## config.mk

```make
export PLATFORM = sky130hd
export DESIGN_NAME = uar_receiver
export DESIGN_NICKNAME = d
export VERILOG_FILES = /design/src/uar_pkg.sv /design/src/uar_receiver.sv
export SDC_FILE = /design/constraint.sdc
export NUM_CORES = 1
export LEC_CHECK = 0
export BUFFER_PORTS_ARGS = -buffer_cell sky130_fd_sc_hd__buf_2
export CAP_MARGIN = 20
export CORE_UTILIZATION = 64
export CTS_BUF_LIST = sky130_fd_sc_hd__clkbuf_8
export DETAILED_ROUTE_END_ITERATION = 10
export HOLD_SLACK_MARGIN = 0.06
export PLACE_DENSITY = 0.95
export RECOVER_POWER = 25
export SLEW_MARGIN = 10
export SYNTH_ARGS = -nofsm -noshare
export SYNTH_HDL_FRONTEND = slang
export SYNTH_SLANG_ARGS = --single-unit
```

## constraint.sdc

```tcl
create_clock -name core_clk_i -period 4.7 [get_ports core_clk_i]
set_input_delay 0.47 -clock core_clk_i [delete_from_list [all_inputs] [get_ports core_clk_i]]
set_output_delay 0.47 -clock core_clk_i [all_outputs]
set_load 0.01 [all_outputs]
```

## src/uar_pkg.sv

```systemverilog
package uar_pkg;

  // ****************************************************************
  // Register byte addresses
  // ****************************************************************
  localparam logic [3:0] FLAG_REGISTER_ADDR        = 4'h0;
  localparam logic [3:0] DATA_PORT_REGISTER_ADDR   = 4'h4;
  localparam logic [3:0] DIVIDER_HIGH_REGISTER_ADDR = 4'h8;
  localparam logic [3:0] DIVIDER_LOW_REGISTER_ADDR = 4'hC;

  // ****************************************************************
  // Control and flag field positions
  // ****************************************************************
  localparam int CTL_RX_ENABLE_BIT   = 0;
  localparam int CTL_WORD9_BIT       = 1;
  localparam int CTL_RX_IRQ_EN_BIT   = 2;
  localparam int CTL_IDLE_IRQ_EN_BIT = 3;
  localparam int CTL_TWO_STOP_BIT    = 4;
  localparam int CTL_NINTH_BIT       = 8;
  localparam int FLG_FRAMING_BIT     = 1;
  localparam int FLG_NOISE_BIT       = 2;
  localparam int FLG_OVERRUN_BIT     = 3;
  localparam int FLG_IDLE_BIT        = 4;
  localparam int FLG_FULL_BIT        = 5;

  // ****************************************************************
  // Reset values and timing
  // ****************************************************************
  localparam logic [15:0] DIVIDER_RESET   = 16'h0010;
  localparam logic [15:0] DIVIDER_MIN     = 16'h0010;
  localparam logic [3:0]  OVERSAMPLE_LAST = 4'hF;
  localparam logic [3:0]  SAMPLE_A        = 4'h7;
  localparam logic [3:0]  SAMPLE_B        = 4'h8;
  localparam logic [3:0]  SAMPLE_C        = 4'h9;
  localparam logic [3:0]  START_S3        = 4'h2;
  localparam logic [3:0]  START_S5        = 4'h4;
  localparam logic [3:0]  START_S7        = 4'h6;
  localparam logic [3:0]  DATA_BITS_8     = 4'h8;
  localparam logic [3:0]  DATA_BITS_9     = 4'h9;

  typedef enum logic [2:0] {
    UAR_IDLE  = 3'b000,
    UAR_START = 3'b001,
    UAR_DATA  = 3'b010,
    UAR_STOP  = 3'b011
  } uar_state_type;

endpackage : uar_pkg

```

## src/uar_receiver.sv

```systemverilog
// Decided for this implementation: the register addresses and the Avalon-MM interface to the registers.
`timescale 1ns/1ps
// Notes on behaviour
// - Start needs samples high, high, then low.
// - Broken start pattern returns idle, no flag.
// - Two of three low accepts start, noisy.
// - Clean start needs samples 3, 5, 7 and 8-10 all low.
// - Data shifted in least significant first.
// - Receiver enable starts hunting for start.
// - Completion loads holding buffer, sets full.
// - Data read or zero write clears full.
// - Disabling receiver aborts current character.
// - Break reported as framing fault.
// - Idle frame acts as character plus interrupt.
// - Completion while full sets overrun, interrupts.
// - Overrun keeps buffer, discards new character.
// - Overrun clears by flag then data read.
// - Input sampled at sixteen times baud.
// - Bit is majority of three, mixed noisy.
// - Noise rises with full, data still loaded.
// - Noise clears by flag then data read.
// - Missing stop sets framing, data still loaded.
// - Framing has no own interrupt, clears likewise.
// - Nine-bit mode keeps top bit separately.
// - Single stop checked on samples 8-10.
module uar_receiver
  import uar_pkg::*;
(
  // Clock, reset, enable
  input  wire logic        core_clk_i,
  input  wire logic        sys_rst_i,
  input  wire logic        clk_en_i,
  // Serial line
  input  wire logic        rx_line_i,
  // Avalon-MM slave
  input  wire logic [3:0]  avs_address_i,
  input  wire logic        avs_read_i,
  input  wire logic        avs_write_i,
  input  wire logic [31:0] avs_writedata_i,
  input  wire logic [3:0]  avs_byteenable_i,
  output logic      [31:0] avs_readdata_o,
  output logic             avs_waitrequest_o,
  // Interrupt request
  output logic             rx_irq_o
);
  import uar_pkg::*;

  // ****************************************************************
  // Registers
  // ****************************************************************
  logic [15:0]   divider;
  logic [7:0]    divider_low_shadow;
  logic          receiver_enable;
  logic          word_nine;
  logic          receive_irq_enable;
  logic          idle_line_irq_enable;
  logic          two_stop;
  logic          ninth_received_bit;
  logic [7:0]    receive_holding_buffer;
  logic          receive_full_flag;
  logic          noise_flag;
  logic          framing_flag;
  logic          overrun_flag;
  logic          idle_flag;
  logic          flag_read_armed;
  logic          ack;

  // Bus request and its decode
  logic          acc;
  logic          commit;
  logic          wr_hit;
  logic          rd_data;
  logic          rd_flag;
  assign acc     = (avs_read_i | avs_write_i) & clk_en_i & ~ack;
  // Side effects land on the answer edge; read data is captured one earlier
  assign commit  = (avs_read_i | avs_write_i) & clk_en_i & ack;
  assign wr_hit  = commit & avs_write_i & avs_byteenable_i[0];
  assign rd_data = commit & avs_read_i
                 & (avs_address_i == DATA_PORT_REGISTER_ADDR);
  assign rd_flag = commit & avs_read_i
                 & (avs_address_i == FLAG_REGISTER_ADDR);

  function automatic logic wr_to(input logic [3:0] a);
    wr_to = wr_hit & (avs_address_i == a);
  endfunction : wr_to

  // One wait state, answer on the second edge
  assign avs_waitrequest_o = (avs_read_i | avs_write_i) & ~ack;

  always_ff @(posedge core_clk_i or posedge sys_rst_i)
  begin
    if (sys_rst_i)
      ack <= 1'b0;
    else if (clk_en_i)
      ack <= acc;
  end

  // ****************************************************************
  // Oversampling tick
  // ****************************************************************
  logic [15:0] tick_cnt;
  logic        tick;
  assign tick = clk_en_i & (tick_cnt == 16'h0000);

  always_ff @(posedge core_clk_i or posedge sys_rst_i)
  begin
    if (sys_rst_i)
      tick_cnt <= 16'h0000;
    else if (clk_en_i)
    begin
      // Divider is clocks per bit; one tick every sixteenth of it
      if (tick_cnt == 16'h0000)
        tick_cnt <= (divider < DIVIDER_MIN) ? 16'h0000
                                            : 16'(divider[15:4] - 12'h001);
      else
        tick_cnt <= tick_cnt - 16'h0001;
    end
  end

  // ****************************************************************
  // Receive state machine
  // ****************************************************************
  uar_state_type state;
  logic [3:0]    phase;
  logic [3:0]    bit_idx;
  logic [2:0]    votes;
  logic [8:0]    shift;
  logic          line_d1;
  logic          line_d2;
  logic          frame_noise;
  logic          all_ones;
  logic          done;
  logic          done_frame_err;
  logic          vote_bit;
  logic          vote_noisy;

  // Majority of three, mixed patterns flagged
  assign vote_bit   = (votes[0] & votes[1]) | (votes[1] & votes[2])
                    | (votes[0] & votes[2]);
  assign vote_noisy = (votes != 3'b000) & (votes != 3'b111);

  always_ff @(posedge core_clk_i or posedge sys_rst_i)
  begin
    if (sys_rst_i)
    begin
      state          <= UAR_IDLE;
      phase          <= 4'h0;
      bit_idx        <= 4'h0;
      votes          <= 3'b000;
      shift          <= 9'h000;
      line_d1        <= 1'b1;
      line_d2        <= 1'b1;
      frame_noise    <= 1'b0;
      all_ones       <= 1'b0;
      done           <= 1'b0;
      done_frame_err <= 1'b0;
    end
    else if (clk_en_i)
    begin
      done <= 1'b0;
      if (!receiver_enable)
        state <= UAR_IDLE;
      else if (tick)
      begin
        line_d1 <= rx_line_i;
        line_d2 <= line_d1;
        unique case (state)
          UAR_IDLE:
          begin
            // Two highs then a low
            if (line_d2 & line_d1 & ~rx_line_i)
            begin
              state       <= UAR_START;
              phase       <= 4'h1;
              frame_noise <= 1'b0;
            end
          end
          UAR_START:
          begin
            phase <= phase + 4'h1;
            if (phase == START_S3 || phase == SAMPLE_A)
              votes <= {2'b00, rx_line_i};
            else if (phase == START_S5 || phase == START_S7 ||
                     phase == SAMPLE_B || phase == SAMPLE_C)
              votes <= {votes[1:0], rx_line_i};
            if (phase == START_S7 + 4'h1 || phase == SAMPLE_C + 4'h1)
            begin
              // Need at least two lows of three
              if (vote_bit)
                state <= UAR_IDLE;
              else
              begin
                frame_noise <= frame_noise | vote_noisy;
                if (phase == SAMPLE_C + 4'h1)
                begin
                  state    <= UAR_DATA;
                  bit_idx  <= 4'h0;
                  all_ones <= 1'b0;
                end
              end
            end
            if (phase == OVERSAMPLE_LAST)
              phase <= 4'h0;
          end
          UAR_DATA, UAR_STOP:
          begin
            phase <= phase + 4'h1;
            if (phase == SAMPLE_A)
              votes <= {2'b00, rx_line_i};
            else if (phase == SAMPLE_B || phase == SAMPLE_C)
              votes <= {votes[1:0], rx_line_i};
            if (phase == SAMPLE_C + 4'h1)
            begin
              frame_noise <= frame_noise | vote_noisy;
              if (state == UAR_DATA)
              begin
                // LSB first; 9-bit frames fill bit 8
                if (word_nine)
                  shift <= {vote_bit, shift[8:1]};
                else
                  shift <= {1'b0, vote_bit, shift[7:1]};
                all_ones <= (bit_idx == 4'h0) ? vote_bit
                                              : (all_ones & vote_bit);
                bit_idx <= bit_idx + 4'h1;
                if (bit_idx == (word_nine ? DATA_BITS_9 : DATA_BITS_8)
                               - 4'h1)
                  state <= UAR_STOP;
              end
              else
              begin
                // Second stop bit never checked; break lands here
                done           <= 1'b1;
                done_frame_err <= ~vote_bit;
                frame_noise    <= frame_noise | vote_noisy;
                state          <= UAR_IDLE;
              end
            end
          end
          default: state <= UAR_IDLE;
        endcase
      end
    end
  end

  // Idle frame: start bit never seen, so detect a frame of line-high
  logic [7:0] idle_cnt;
  logic       idle_seen;
  always_ff @(posedge core_clk_i or posedge sys_rst_i)
  begin
    if (sys_rst_i)
    begin
      idle_cnt  <= 8'h00;
      idle_seen <= 1'b0;
    end
    else if (clk_en_i)
    begin
      if (!receiver_enable || state != UAR_IDLE || !line_d1)
        idle_cnt <= 8'h00;
      else if (tick && idle_cnt != 8'hFF)
        idle_cnt <= idle_cnt + 8'h01;
      // One pulse per idle stretch of a full frame
      idle_seen <= tick && receiver_enable && idle_cnt ==
                   (word_nine ? 8'hB0 : 8'hA0);
    end
  end

  // ****************************************************************
  // Status flags and holding buffer
  // ****************************************************************
  logic load;
  logic err_clear;
  assign load      = done & ~receive_full_flag;
  // Flag read arms, data read clears
  assign err_clear = rd_data & flag_read_armed;

  always_ff @(posedge core_clk_i or posedge sys_rst_i)
  begin
    if (sys_rst_i)
    begin
      receive_holding_buffer <= 8'h00;
      ninth_received_bit     <= 1'b0;
      receive_full_flag      <= 1'b0;
      noise_flag             <= 1'b0;
      framing_flag           <= 1'b0;
      overrun_flag           <= 1'b0;
      idle_flag              <= 1'b0;
      flag_read_armed        <= 1'b0;
    end
    else if (clk_en_i)
    begin
      if (rd_flag)
        flag_read_armed <= 1'b1;
      else if (rd_data)
        flag_read_armed <= 1'b0;
      // Old byte kept during overrun
      if (load)
      begin
        receive_holding_buffer <= shift[7:0];
        ninth_received_bit     <= shift[8];
      end
      // Set wins over clear
      if (load || idle_seen)
        receive_full_flag <= 1'b1;
      else if (rd_data || (wr_to(FLAG_REGISTER_ADDR) &&
               !avs_writedata_i[FLG_FULL_BIT]))
        receive_full_flag <= 1'b0;
      if (done & receive_full_flag)
        overrun_flag <= 1'b1;
      else if (err_clear)
        overrun_flag <= 1'b0;
      if (load & frame_noise)
        noise_flag <= 1'b1;
      else if (err_clear)
        noise_flag <= 1'b0;
      if (load & done_frame_err)
        framing_flag <= 1'b1;
      else if (err_clear)
        framing_flag <= 1'b0;
      if (idle_seen)
        idle_flag <= 1'b1;
      else if (err_clear)
        idle_flag <= 1'b0;
    end
  end

  // Framing has no interrupt of its own
  assign rx_irq_o = (receive_irq_enable & (receive_full_flag | overrun_flag))
                  | (idle_line_irq_enable & idle_flag);

  // ****************************************************************
  // Control registers
  // ****************************************************************
  always_ff @(posedge core_clk_i or posedge sys_rst_i)
  begin
    if (sys_rst_i)
    begin
      divider              <= DIVIDER_RESET;
      divider_low_shadow   <= DIVIDER_RESET[7:0];
      receiver_enable      <= 1'b0;
      word_nine            <= 1'b0;
      receive_irq_enable   <= 1'b0;
      idle_line_irq_enable <= 1'b0;
      two_stop             <= 1'b0;
    end
    else if (clk_en_i)
    begin
      // Low half waits for high-half write, as software orders them
      if (wr_to(DIVIDER_LOW_REGISTER_ADDR))
        divider_low_shadow <= avs_writedata_i[7:0];
      if (wr_to(DIVIDER_HIGH_REGISTER_ADDR))
        divider <= {avs_writedata_i[7:0], divider_low_shadow};
      if (wr_to(FLAG_REGISTER_ADDR) && avs_byteenable_i[1])
      begin
        receiver_enable      <= avs_writedata_i[8 + CTL_RX_ENABLE_BIT];
        word_nine            <= avs_writedata_i[8 + CTL_WORD9_BIT];
        receive_irq_enable   <= avs_writedata_i[8 + CTL_RX_IRQ_EN_BIT];
        idle_line_irq_enable <= avs_writedata_i[8 + CTL_IDLE_IRQ_EN_BIT];
        two_stop             <= avs_writedata_i[8 + CTL_TWO_STOP_BIT];
      end
    end
  end

  // ****************************************************************
  // Read data
  // ****************************************************************
  always_ff @(posedge core_clk_i or posedge sys_rst_i)
  begin
    if (sys_rst_i)
      avs_readdata_o <= 32'h0000_0000;
    else if (clk_en_i && acc && avs_read_i)
    begin
      unique case (avs_address_i)
        FLAG_REGISTER_ADDR:
          avs_readdata_o <= {15'h0000, ninth_received_bit,
                             3'b000, two_stop, idle_line_irq_enable,
                             receive_irq_enable, word_nine,
                             receiver_enable,
                             2'b00, receive_full_flag, idle_flag,
                             overrun_flag, noise_flag, framing_flag, 1'b0};
        DATA_PORT_REGISTER_ADDR:
          avs_readdata_o <= {24'h000000, receive_holding_buffer};
        DIVIDER_HIGH_REGISTER_ADDR:
          avs_readdata_o <= {24'h000000, divider[15:8]};
        DIVIDER_LOW_REGISTER_ADDR:
          avs_readdata_o <= {24'h000000, divider[7:0]};
        default:
          avs_readdata_o <= 32'h0000_0000;
      endcase
    end
  end

endmodule : uar_receiver

```

* Yosys cells after proc, flatten, opt, wreduce, memory -nomap -nowiden
Index checks and enable logic that the tools add are counted.
** Storage, ports and cells
- Flip-flop bits (word level) :: 130
** Cells by class
- Add/subtract/negate cells :: 6
- Order comparisons :: 1
- Muxes and demuxes :: 51
- Reductions and logical operators :: 54
- Bitwise gates (word level) :: 37
- Eq/ne operators :: 32
** Operator list (count)
- $pmux 17 s4 :: 1
- $mux 3 :: 13
- $mux 16 :: 2
- $mux 4 :: 7
- $and 1x1->1 :: 26
- $eq 4x4->1 const B :: 6
- $reduce_and 2->1 :: 11
- $mux 1 :: 19
- $ne 3x3->1 const B :: 6
- $reduce_and 6->1 :: 3
- $eq 4x3->1 const B :: 4
- $logic_not 16->1 :: 1
- $lt 16x5->1 const B :: 1
- $mux 8 :: 2
- $reduce_bool 2->1 :: 8
- $sub 16x1->16 const B :: 1
- $sub 12x1->13 const B :: 1
- $ne 2x2->1 const B :: 6
- $pmux 4 s3 :: 1
- $logic_or 1x1->1 :: 10
- $mux 9 :: 1
- $pmux 3 s3 :: 1
- $reduce_and 9->1 :: 1
- $reduce_bool 3->1 :: 3
- other kinds (26) :: 46

* Depth between registers and ports, before layout
Gate-level depths: netlist of the first run.
- Word-level depth :: 10
- Gate-level depth with buffers :: 8
- Gate-level depth less buffers :: 7

* Worst setup path before layout of the first run
Ideal clock, no wire load.
- Kind :: register to register
- From :: register tick_cnt[0]
- To :: register state[0]
- Path buffers :: 1
- Cell stages (with the launch flop) :: 9
- Required time :: 4.574 ns
- Period minus slack after synthesis :: 2.620 ns
- Path slack :: 2.080 ns
- Arrival :: 2.494 ns
- Path through :: dfrtp_1 -> inv_1 -> ha_1 -> or4b_2 -> or4_4 -> buf_6 -> a2111oi_4 -> nor2_1 -> a221o_1
** On the way
- Cells in the longest elaborated chain, start to end :: 4
** Ends and longest elaborated chain
- start: declaration :: line uar_receiver.sv:101 : logic [15:0] tick_cnt;
- start signal: assignment :: line uar_receiver.sv:113 : tick_cnt <= (divider < DIVIDER_MIN) ? 16'h0000
- start signal: assignment :: line uar_receiver.sv:116 : tick_cnt <= tick_cnt - 16'h0001;
- $logic_not 16->1 :: line uar_receiver.sv:103 : assign tick = clk_en_i & (tick_cnt == 16'h0000);
- $and 1x1->1 :: line uar_receiver.sv:103
- $ne 2x1->1 (no source line)
- $reduce_and 7->1 (no source line)
- end signal: assignment :: line uar_receiver.sv:146 : state <= UAR_IDLE;
- end signal: assignment :: line uar_receiver.sv:162 : state <= UAR_IDLE;
- end signal: assignment :: line uar_receiver.sv:173 : state <= UAR_START;
- end: declaration :: line uar_receiver.sv:123 : uar_state_type state;
No other way between the ends.
A chain may end at the register's enable or synchronous reset.

* Worst setup path in the final report of the first run
- From :: register tick_cnt[0]
- To :: register votes[0]
** On the way
- Cells in the longest elaborated chain, start to end :: 3
** Ends and longest elaborated chain
- $logic_not 16->1 :: line uar_receiver.sv:103
- $and 1x1->1 :: line uar_receiver.sv:103
- $reduce_and 6->1 (no source line)
- end signal: assignment :: line uar_receiver.sv:182 : votes <= {2'b00, rx_line_i};
- end signal: assignment :: line uar_receiver.sv:185 : votes <= {votes[1:0], rx_line_i};
- end signal: assignment :: line uar_receiver.sv:209 : votes <= {2'b00, rx_line_i};
- end: declaration :: line uar_receiver.sv:126 : logic [2:0] votes;
No other way between the ends.

==> results of run 1 <==
==> placed cells by master (no fill, tap or decap), types with 9 or more instances in the layout <==
cell      count
dfrtp_1     107
nand2_1      90
o21ai_0      42
mux2_2       42
buf_2        40
nor2_1       38
inv_1        24
conb_1       18
nand3_1      15
ha_1         15
nor3_1       14
nand4_1      11
a21oi_1      10
or4_1         9
clkbuf_8      9
==> logic make-up after synthesis <==
kind of cell,after synthesis
and+or+nand+nor,231
DFF,111
AOI/OAI and AO/OA,106
buffers and inverters,68
muxes,50
adders and majority gates,16
xor gates and xnor gates,13
other,1
==> final cells by class <==
type / instances / area (um2) / area share
clock buffer: 9 / 124 / 0.0198
inverter: 25 / 95.1 / 0.0152
multi-input combinational: 434 / 2820 / 0.450
tap: 108 / 135 / 0.0216
clock inverter: 7 / 77.6 / 0.0124
sequential: 111 / 2780 / 0.444
timing repair buffer: 44 / 230 / 0.0368
==> through the flow <==
stage          setup slack (ps)  hold WS (ps)  instances  utilization  cell area (um2)
2_1_floorplan              1310           433        613            -             5920
3_3_place_gp               1890           446        722        0.688             6060
3_5_place_dp               1810           454        722        0.688             6060
4_1_cts                    1760           266        738        0.711             6260
5_1_grt                    1540           303        738        0.711             6260
6_report                   1690           300        738        0.711             6260
==> power groups by stage <==
stage,Sequential [mW],Clock [mW],Combinational (mW)
global placement,1.13,0,0.253
global route,1.13,0.620,0.306
CTS,1.12,0.583,0.276
detailed placement,1.14,0,0.269
floorplan,1.11,0,0.219
finish,1.12,0.582,0.280
==> layer usage <==
| metal | GRT usage | vias to the layer above | part of all wire |
|---|---|---|---|
| li1 | - | 2138 | - |
| met1 | 0.383 | 2349 | 0.39 |
| met2 | 0.513 | 232 | 0.52 |
| met3 | 0.0532 | 36 | 0.068 |
| met4 | 0.120 | 0 | 0.021 |
| met5 | 0 | - | 0 |
==> sequential cells by signal (all words and copies together), names as in the netlist, 2 cells and up <==
| signal | cells |
|---|---|
| state | 2 |
| divider | 16 |
| avs_readdata_o | 14 |
| receive_holding_buffer | 8 |
| tick_cnt | 16 |
| votes | 3 |
| shift | 9 |
| divider_low_shadow | 8 |
| bit_idx | 4 |
| idle_cnt | 8 |
| phase | 4 |
==> worst max path at each step <==
stage	slack, ps	start	end
final	1690	tick_cnt[0]	votes[0]
after floorplan	1310	sys_rst_i	ack
after global routing	1540	tick_cnt[0]	shift[0]
after global placement	1890	tick_cnt[0]	votes[0]
after CTS	1760	tick_cnt[0]	shift[6]
after detailed placement	1810	tick_cnt[0]	shift[2]
==> worst max-delay path, cell delays in order (launching register included) <==
cell and delay, ps:
dfrtp_1 440, inv_1 130, ha_1 150, or4b_2 650
nor3_2 510, nand2_1 280, a311o_1 450, mux2_2 290
==> results_dict.tcl, run 1 <==
set metrics [dict create \
    drive_above_1_share 0.190 \
    hold_depth 2 \
    r2r_cells 7 \
    area_growth_pct 6.83 \
    p_seq_frac 0.566 \
    cts_made_buffers 9 \
    async_flop_share 1.00 \
    p_leak_nw 2.93 \
    cts_resized 0 \
    yosysMostFrequentCell "dfrtp_1" \
    diodes 0 \
    grt_pass1_vias 4765 \
    reg2reg_slack_ps 1690 \
    seq_area_frac_synth 0.475 \
    hold_buffers 0 \
    yosys.area.top_type_share 0.457 \
    post_cts_buffers 0 \
    switching_share 0.317 \
    synth_commonest_cells "dfrtp_1, nand2_1, mux2_2, o21ai_0, nor2_1" \
    gp_congestion 0.897 \
    fin_crit_sh 0.641 \
    fin_tns_setup_ps 0 \
    postSynthCellCount 596 \
    synth_cell_type_count 67 \
    synth_edf_count 0 \
    first_iter_violations 465 \
    clk_latency_ps 400 \
    portBuffers 40 \
    die_w_um 97.7 \
    combPwrFrac 0.141 \
    setup_viol_count_final 0 \
    final_hold_viol_count 0 \
    synthXorXnorAreaFrac 0.0194 \
    rr_endpoint "votes[0]" \
    start_kind "register" \
    hold_class "input port to register" \
    intPower_mw 1.36 \
    crit_path_end_kind "register" \
    drtPass1Iterations 8 \
    numClockSinks 111 \
    pin_count 80 \
    wl_per_cell_um 18.9 \
    syn-cell-area_um2 5860 \
    rsz0062_at_grt "no" \
    cts_tree "yes" \
    core_area_um2 8810 \
    grt_pass1_wl_um 22700 \
    overflow 0 \
    yosys.area_share.adder 0.0337 \
    n_fill_cell 579 \
    worst-setup-path-type "register to register" \
    fin_skew_ps 14.7 \
    violations "DRC, capacitance limit, slew limit" \
    required_ps 4990 \
    muxShareOfSynthArea 0.0944 \
    ant_nets 0 \
    slew_headroom -0.998 \
    drcViolationCount 6 \
    vdd_ir_drop_max_mv 0.205 \
    start_util 0.666 \
    synth_top_family_by_area "simple AND/OR/NAND/NOR gates" \
    maxClockFrequency_mhz 332 \
    final_max_slew_viol_count 68 \
    grtUsageTotal 0.301 \
    p_per_area_nw_per_um2 317 \
    die-area_um2 9540 \
    nNetsFinal 686 \
    drt-total-wl_um 13900 \
    clk_pin_slew_ps 120 \
    tightest_slew_ps 2980 \
    vias_per_cell 6.44 \
    p_sw_mw 0.629 \
    fin_crit_ps 3010 \
    crit_arrival_ps 3300 \
    vias 4755 \
    status "complete, but fails checks" \
    yosys.area_share.simple 0.196 \
    maxCapViolCount 1 \
    dpl.hpwl_um 9510 \
    cts-htree-levels 3 \
    whs_endpoint "word_nine" \
    syn_area_per_cell_um2 9.83 \
    ys_ff_latch 111 \
    cp_max_fo 8 \
    clock_path_buffers 2 \
    synthFlopType "dfrtp_1" \
    r2r-start "tick_cnt[0]" \
    grt_max_degree 68 \
    die_h_um 97.7 \
    finalPower_mw 1.99 \
    holdCritStartpoint "avs_writedata_i[9]" \
    synth_compound_area_frac 0.125 \
    root_buffer "clkbuf_8" \
    p_clk_frac 0.293 \
    yosys_warnings 0 \
    yosysTopAreaCell "dfrtp_1" \
    antenna_found_initial 0 \
    rows 34 \
    synth_area_leaders "dfrtp_1, mux2_2, nand2_1" \
]
(Power assumes the default switching activity.)
==> run 2, diff against run 1 <==
ABC_AREA = 1   (was default)
CORE_UTILIZATION = 54   (was 64)
PLACE_DENSITY = 0.87   (was 0.95)
clock period = 2.46 ns   (was 4.7 ns; I/O delays follow)
==> run 2 against run 1 <==
Effect of this change: highest routed layer unchanged; worst hold slack worse by 230 ps; clock power is 110% higher; cell count up 29%; register-to-register slack worse by 1300 ps; non-clock buffer count increased by 8; die area increased by 25%; the run now ends clean; sequential power is 90% higher; synthesized cell count up 28%.
==> results_dict.tcl, run 2 <==
set metrics [dict create \
    fin_cells 955 \
    synth_edf_count 0 \
    die_h_um 109 \
    n_fill_cell 908 \
    status "complete, no violations" \
    finalPower_mw 4.08 \
    tightest_slew_ps 1310 \
    seq_area_frac_synth 0.449 \
    synthFlopType "dfrtp_1" \
    area_growth_pct 8.14 \
    reg2reg_slack_ps 370 \
    finalInstanceArea_um2 6700 \
    p_seq_frac 0.522 \
    dpl.hpwl_um 9830 \
    cts_made_buffers 9 \
    crit_arrival_ps 2400 \
    die-area_um2 11900 \
    vias 5134 \
    worst-setup-path-type "register to register" \
    clock_path_buffers 2 \
    yosysTopAreaCell "dfrtp_1" \
    grt_max_degree 42 \
    slew_headroom 0.122 \
    die_w_um 109 \
    fin_crit_ps 2090 \
    async_flop_share 1.00 \
    drive_above_1_share 0.139 \
    portBuffers 40 \
    required_ps 2760 \
    cts_tree "yes" \
    first_iter_violations 307 \
    yosys.area.top_type_share 0.432 \
    vdd_ir_drop_max_mv 0.529 \
    numClockSinks 111 \
    rsz0062_at_grt "no" \
    syn-cell-area_um2 6190 \
    intPower_mw 2.74 \
    layout_common_cells "nand2_1, dfrtp_1, nor2_1, inv_1, o21ai_0" \
    cp_max_fo 10 \
    diodes 0 \
    p_leak_nw 3.38 \
    utilization 0.610 \
    syn_area_per_cell_um2 8.12 \
    overflow 0 \
    root_buffer "clkbuf_8" \
    nNetsFinal 871 \
    grtUsageTotal 0.251 \
    reg_top3 "divider: 16 flops, tick_cnt: 16 flops, avs_readdata_o: 14 flops" \
    grt_pass1_wl_um 23100 \
    fin_tns_setup_ps 0 \
    p_clk_frac 0.297 \
    regArea_um2 2780 \
    wl_per_cell_um 14.2 \
    pin_count 80 \
    antenna_found_initial 0 \
    drtPass1Iterations 5 \
    yosys_warnings 0 \
    maxCapViolCount 0 \
    switching_share 0.329 \
    grt_pass1_vias 4955 \
    synth_cell_type_count 46 \
    clk_latency_ps 390 \
    p_sw_mw 1.34 \
    start_util 0.564 \
    place_area_um2 6520 \
    clk_pin_slew_ps 110 \
    start_kind "register" \
    crit_path_end_kind "register" \
    ys_ff_latch 111 \
    drt-total-wl_um 13600 \
    multi_input_area_um2 2930 \
    fin_crit_sh 0.851 \
    p_per_area_nw_per_um2 610 \
    synth_area_leaders "dfrtp_1, nand2_1, o21ai_0" \
    postSynthCellCount 762 \
    gp_congestion 0.880 \
    ant_nets 0 \
    combPwrFrac 0.182 \
    layout_commonest_cell "nand2_1" \
    fin_skew_ps 19.7 \
    drcViolationCount 0 \
    hold_class "input port to register" \
    numPlacedInstances 938 \
    final_max_slew_viol_count 0 \
    yosysMostFrequentCell "nand2_1" \
    setup_viol_count_final 0 \
    core_area_um2 11000 \
    rows 38 \
    cts-htree-levels 3 \
    synth_commonest_cells "nand2_1, dfrtp_1, inv_1, nor2_1, o21ai_0" \
    maxClockFrequency_mhz 477 \
    vias_per_cell 5.38 \
    final_hold_viol_count 0 \
]
[run 2: cell types whose count changed after synthesis, sizes merged, moves of 8 or more]
cell | before | now
nor2 | 38 | 91
nand3 | 15 | 51
o21ai | 42 | 79
a21oi | 10 | 29
clkbuf | 21 | 4
nand2 | 90 | 199
mux2i | 8 | 0
mux2 | 42 | 11
or4 | 10 | 0
inv | 25 | 79
nor4 | 9 | 1
xor2 | 6 | 17
or3 | 8 | 0
[run 2: per-layer routing]
metal | GRT usage | wire length, um | up-vias | part of all wire
li1 | - | - | 2522 | -
met1 | 0.322 | 5950 | 2444 | 0.44
met2 | 0.432 | 6700 | 138 | 0.49
met3 | 0.0329 | 543 | 30 | 0.040
met4 | 0.0965 | 383 | 0 | 0.028
met5 | 0 | 0 | - | 0
[run 2: worst max-delay path, cell delays in order, from the launching register on]
cell and delay (ps):
dfrtp_1 390, inv_1 160, ha_1 180, inv_1 50, nor2_1 90, nand2_1 90, nor2_4 130, nand2_2 160
inv_1 170, nand2_1 100, inv_1 190, nand3b_1 160, a21oi_1 160
[run 2: power groups by stage]
| stage | combinational [mW] | clock, mW | sequential, mW |
|---|---|---|---|
| global route | 0.854 | 1.29 | 2.15 |
| finish | 0.741 | 1.21 | 2.13 |
| floorplan | 0.586 | 0 | 2.12 |
| global placement | 0.709 | 0 | 2.15 |
| detailed placement | 0.737 | 0 | 2.16 |
| CTS | 0.749 | 1.23 | 2.13 |
[run 2: kinds of logic (layout without fill, tap and decap cells)]
family / after synthesis / count (layout) / synth area share
other: 1 / 18 / 0.000606
AO/OA/AOI/OAI: 122 / 122 / 0.114
AND/OR/NAND/NOR: 372 / 372 / 0.274
flip-flops: 111 / 111 / 0.449
buffers and inverters: 111 / 147 / 0.0823
multiplexers: 11 / 11 / 0.0224
XOR/XNOR: 19 / 19 / 0.0269
adder cells (fa/ha/maj): 15 / 15 / 0.0303
[run 2: metrics by stage]
stage          hold WS [ps]  worst slack (ps)
2_1_floorplan           361               762
3_3_place_gp            360               498
3_5_place_dp            360               429
4_1_cts                67.9               401
5_1_grt                70.0               119
6_report               68.5               365
[run 2: final cells by class]
| class | instances | area share |
|---|---|---|
| timing repair buffer | 52 | 0.0424 |
| tap | 140 | 0.0262 |
| clock inverter | 7 | 0.0150 |
| inverter | 79 | 0.0445 |
| sequential | 111 | 0.416 |
| multi-input combinational | 557 | 0.438 |
| clock buffer | 9 | 0.0185 |
[run 2: final timing paths]
check,start,to,cells past startpoint
setup / recovery,tick_cnt[0],tick_cnt[11],12
hold / removal,avs_writedata_i[10],receive_irq_enable,2
setup reg to reg,tick_cnt[0],tick_cnt[11],12
hold reg to reg,shift[3],shift[3],2
max in group asynchronous,sys_rst_i,divider_low_shadow[4],4
min in group asynchronous,sys_rst_i,receive_holding_buffer[0],3
[run 2: repair_timing]
item / CTS / global route
endpoints found under the hold margin: 25 / 0
setup buffers: 0 / 0
hold buffers: 1 / 0
endpoints found under the setup margin: 0 / 0
resized for setup: 0 / 0
==> run 3, diff against run 2 <==
BUFFER_PORTS_ARGS = default   (was -buffer_cell sky130_fd_sc_hd__buf_2)
CORE_UTILIZATION = 60   (was 54)
DONT_BUFFER_PORTS = 1   (was default)
PLACE_DENSITY = 0.88   (was 0.87)
==> run 3 against run 2 <==
Effect of this change: the flow now finishes with violations (capacitance limit); global-route usage is 1.8 points higher; clock power is 5% lower; power is 1.2% lower; via count is 1.2% higher; design area is 0.99% lower; sequential power hardly changed; critical path depth stayed put; highest routed layer unchanged; die area is 9.8% lower.
==> results_dict.tcl, run 3 (same netlist as run 2, synthesis figures left out) <==
set metrics [dict create \
    final_max_slew_viol_count 0 \
    finalInstanceArea_um2 6630 \
    hold_depth 3 \
    vias 5195 \
    place_area_um2 6290 \
    cp_max_fo 10 \
    grt_max_degree 43 \
    core_area_um2 9910 \
    die_h_um 104 \
    numClockSinks 111 \
    area_growth_pct 7.07 \
    slew_headroom 0.000506 \
    dp_slack_ps 421 \
    ant_nets 0 \
    root_buffer "clkbuf_8" \
    cts_tree "yes" \
    utilization 0.669 \
    drt-total-wl_um 14000 \
    first_iter_violations 351 \
    start_kind "register" \
    portBuffers 0 \
    layout_common_cells "nand2_1, dfrtp_1, nor2_1, inv_1, o21ai_0" \
    violations "capacitance limit" \
    wl_per_cell_um 15.2 \
    antenna_found_initial 0 \
    cts_resized 0 \
    rows 36 \
    reg_top3 "divider: 16 flops, tick_cnt: 16 flops, avs_readdata_o: 14 flops" \
    setup_viol_count_final 0 \
    die-area_um2 10700 \
    layout_commonest_cell "nand2_1" \
    crit_chain "inv_1 -> ha_1 -> inv_1 -> nor2_1 -> nand2_1 -> nor2_4 -> nand2_2 -> inv_1 -> nand2_1 -> inv_1 -> nand2_1 -> a22oi_1" \
    maxClockFrequency_mhz 484 \
    drcViolationCount 0 \
    p_per_area_nw_per_um2 608 \
    crit_path_end_kind "register" \
    cts-htree-levels 3 \
    cpPeakStageDelay_ps 410 \
    required_ps 2750 \
    pin_count 80 \
    rsz0062_at_grt "no" \
    nNetsFinal 843 \
    fin_tns_setup_ps 0 \
    clk_latency_ps 390 \
    hold_class "input port to register" \
    r2r_cells 12 \
    maxCapViolCount 1 \
    grt_pass1_vias 4908 \
    fin_crit_sh 0.840 \
    setup_slack_ps 393 \
    grt_pass1_wl_um 23100 \
    fin_crit_ps 2070 \
    numPlacedInstances 887 \
    cts_made_buffers 9 \
    crit_slowest_cell "dfrtp_1" \
    fin_skew_ps 26.7 \
    path_common_cell "inv_1" \
    overflow 0 \
    worst-setup-path-type "register to register" \
    fin_cells 920 \
    start_util 0.625 \
    clk_pin_slew_ps 140 \
    vdd_ir_drop_max_mv 0.367 \
    vias_per_cell 5.65 \
    status "complete, but fails checks" \
    die_w_um 104 \
    clock_path_buffers 2 \
    finalPower_mw 4.03 \
    tightest_slew_ps 1490 \
    crit_arrival_ps 2360 \
    final_hold_viol_count 0 \
    diodes 0 \
    p_leak_nw 3.29 \
    whs_ps 55.1 \
    drive_above_1_share 0.100 \
    grtUsageTotal 0.270 \
    dpl.hpwl_um 9410 \
    drtPass1Iterations 5 \
    gp_congestion 0.874 \
]
==> run 3: changes by cell type in the layout (fill, tap and decap cells not counted), sizes merged <==
cell,delta
buf,-34
dlygate4sd3,+16
clkbuf,-10
bufinv,-1
inv,+1
==> run 3: where the power goes <==
group          switching (mW)  internal [mW]  leakage, nW
Sequential              0.170           1.97         1.41
Combinational           0.480          0.264         1.78
Clock                   0.734          0.414        0.107
Total                    1.38           2.65         3.29
==> run 3: repair_timing <==
item / 4_1_cts / 5_1_grt
endpoints found under the hold margin: 66 / 0
hold buffers: 17 / 0
setup buffers: 0 / 0
==> run 3: final cells by class <==
type | count | area [um2]
Inverter | 79 | 298
Multi-Input combinational cell | 557 | 2930
Tap cell | 133 | 166
Timing Repair Buffer | 24 | 244
Clock inverter | 7 | 82.6
Sequential cell | 111 | 2780
Clock buffer | 9 | 124
Fill cell | 725 | 3280
==> run 3: per-layer routing <==
layer | routed length, um | track usage | vias up | share of wire
met5 | 0 | 0 | - | 0
li1 | - | - | 2466 | -
met4 | 283 | 0.116 | 0 | 0.020
met3 | 811 | 0.0334 | 22 | 0.058
met1 | 6010 | 0.363 | 2501 | 0.43
met2 | 6850 | 0.444 | 206 | 0.49
==> run 3: critical path, delay by kind of cell, from the launching register on <==
| family | cells | cell delay, ps |
|---|---|---|
| and+or+nand+nor | 6 | 680 |
| adders and majority gates | 1 | 190 |
| AOI/OAI and AO/OA | 1 | 150 |
| DFF | 1 | 410 |
| buffers and inverters | 4 | 560 |
==> run 3: path summary, 6_finish.rpt <==
| check | slack, ps | end | start |
|---|---|---|---|
| hold reg to reg | 500 | shift[6] | shift[6] |
| setup reg to reg | 390 | tick_cnt[3] | tick_cnt[0] |
| max in group asynchronous | 960 | divider[4] | sys_rst_i |
| hold / removal | 60 | tick_cnt[9] | clk_en_i |
| setup / recovery | 390 | tick_cnt[3] | tick_cnt[0] |
| min in group asynchronous | 660 | shift[3] | sys_rst_i |
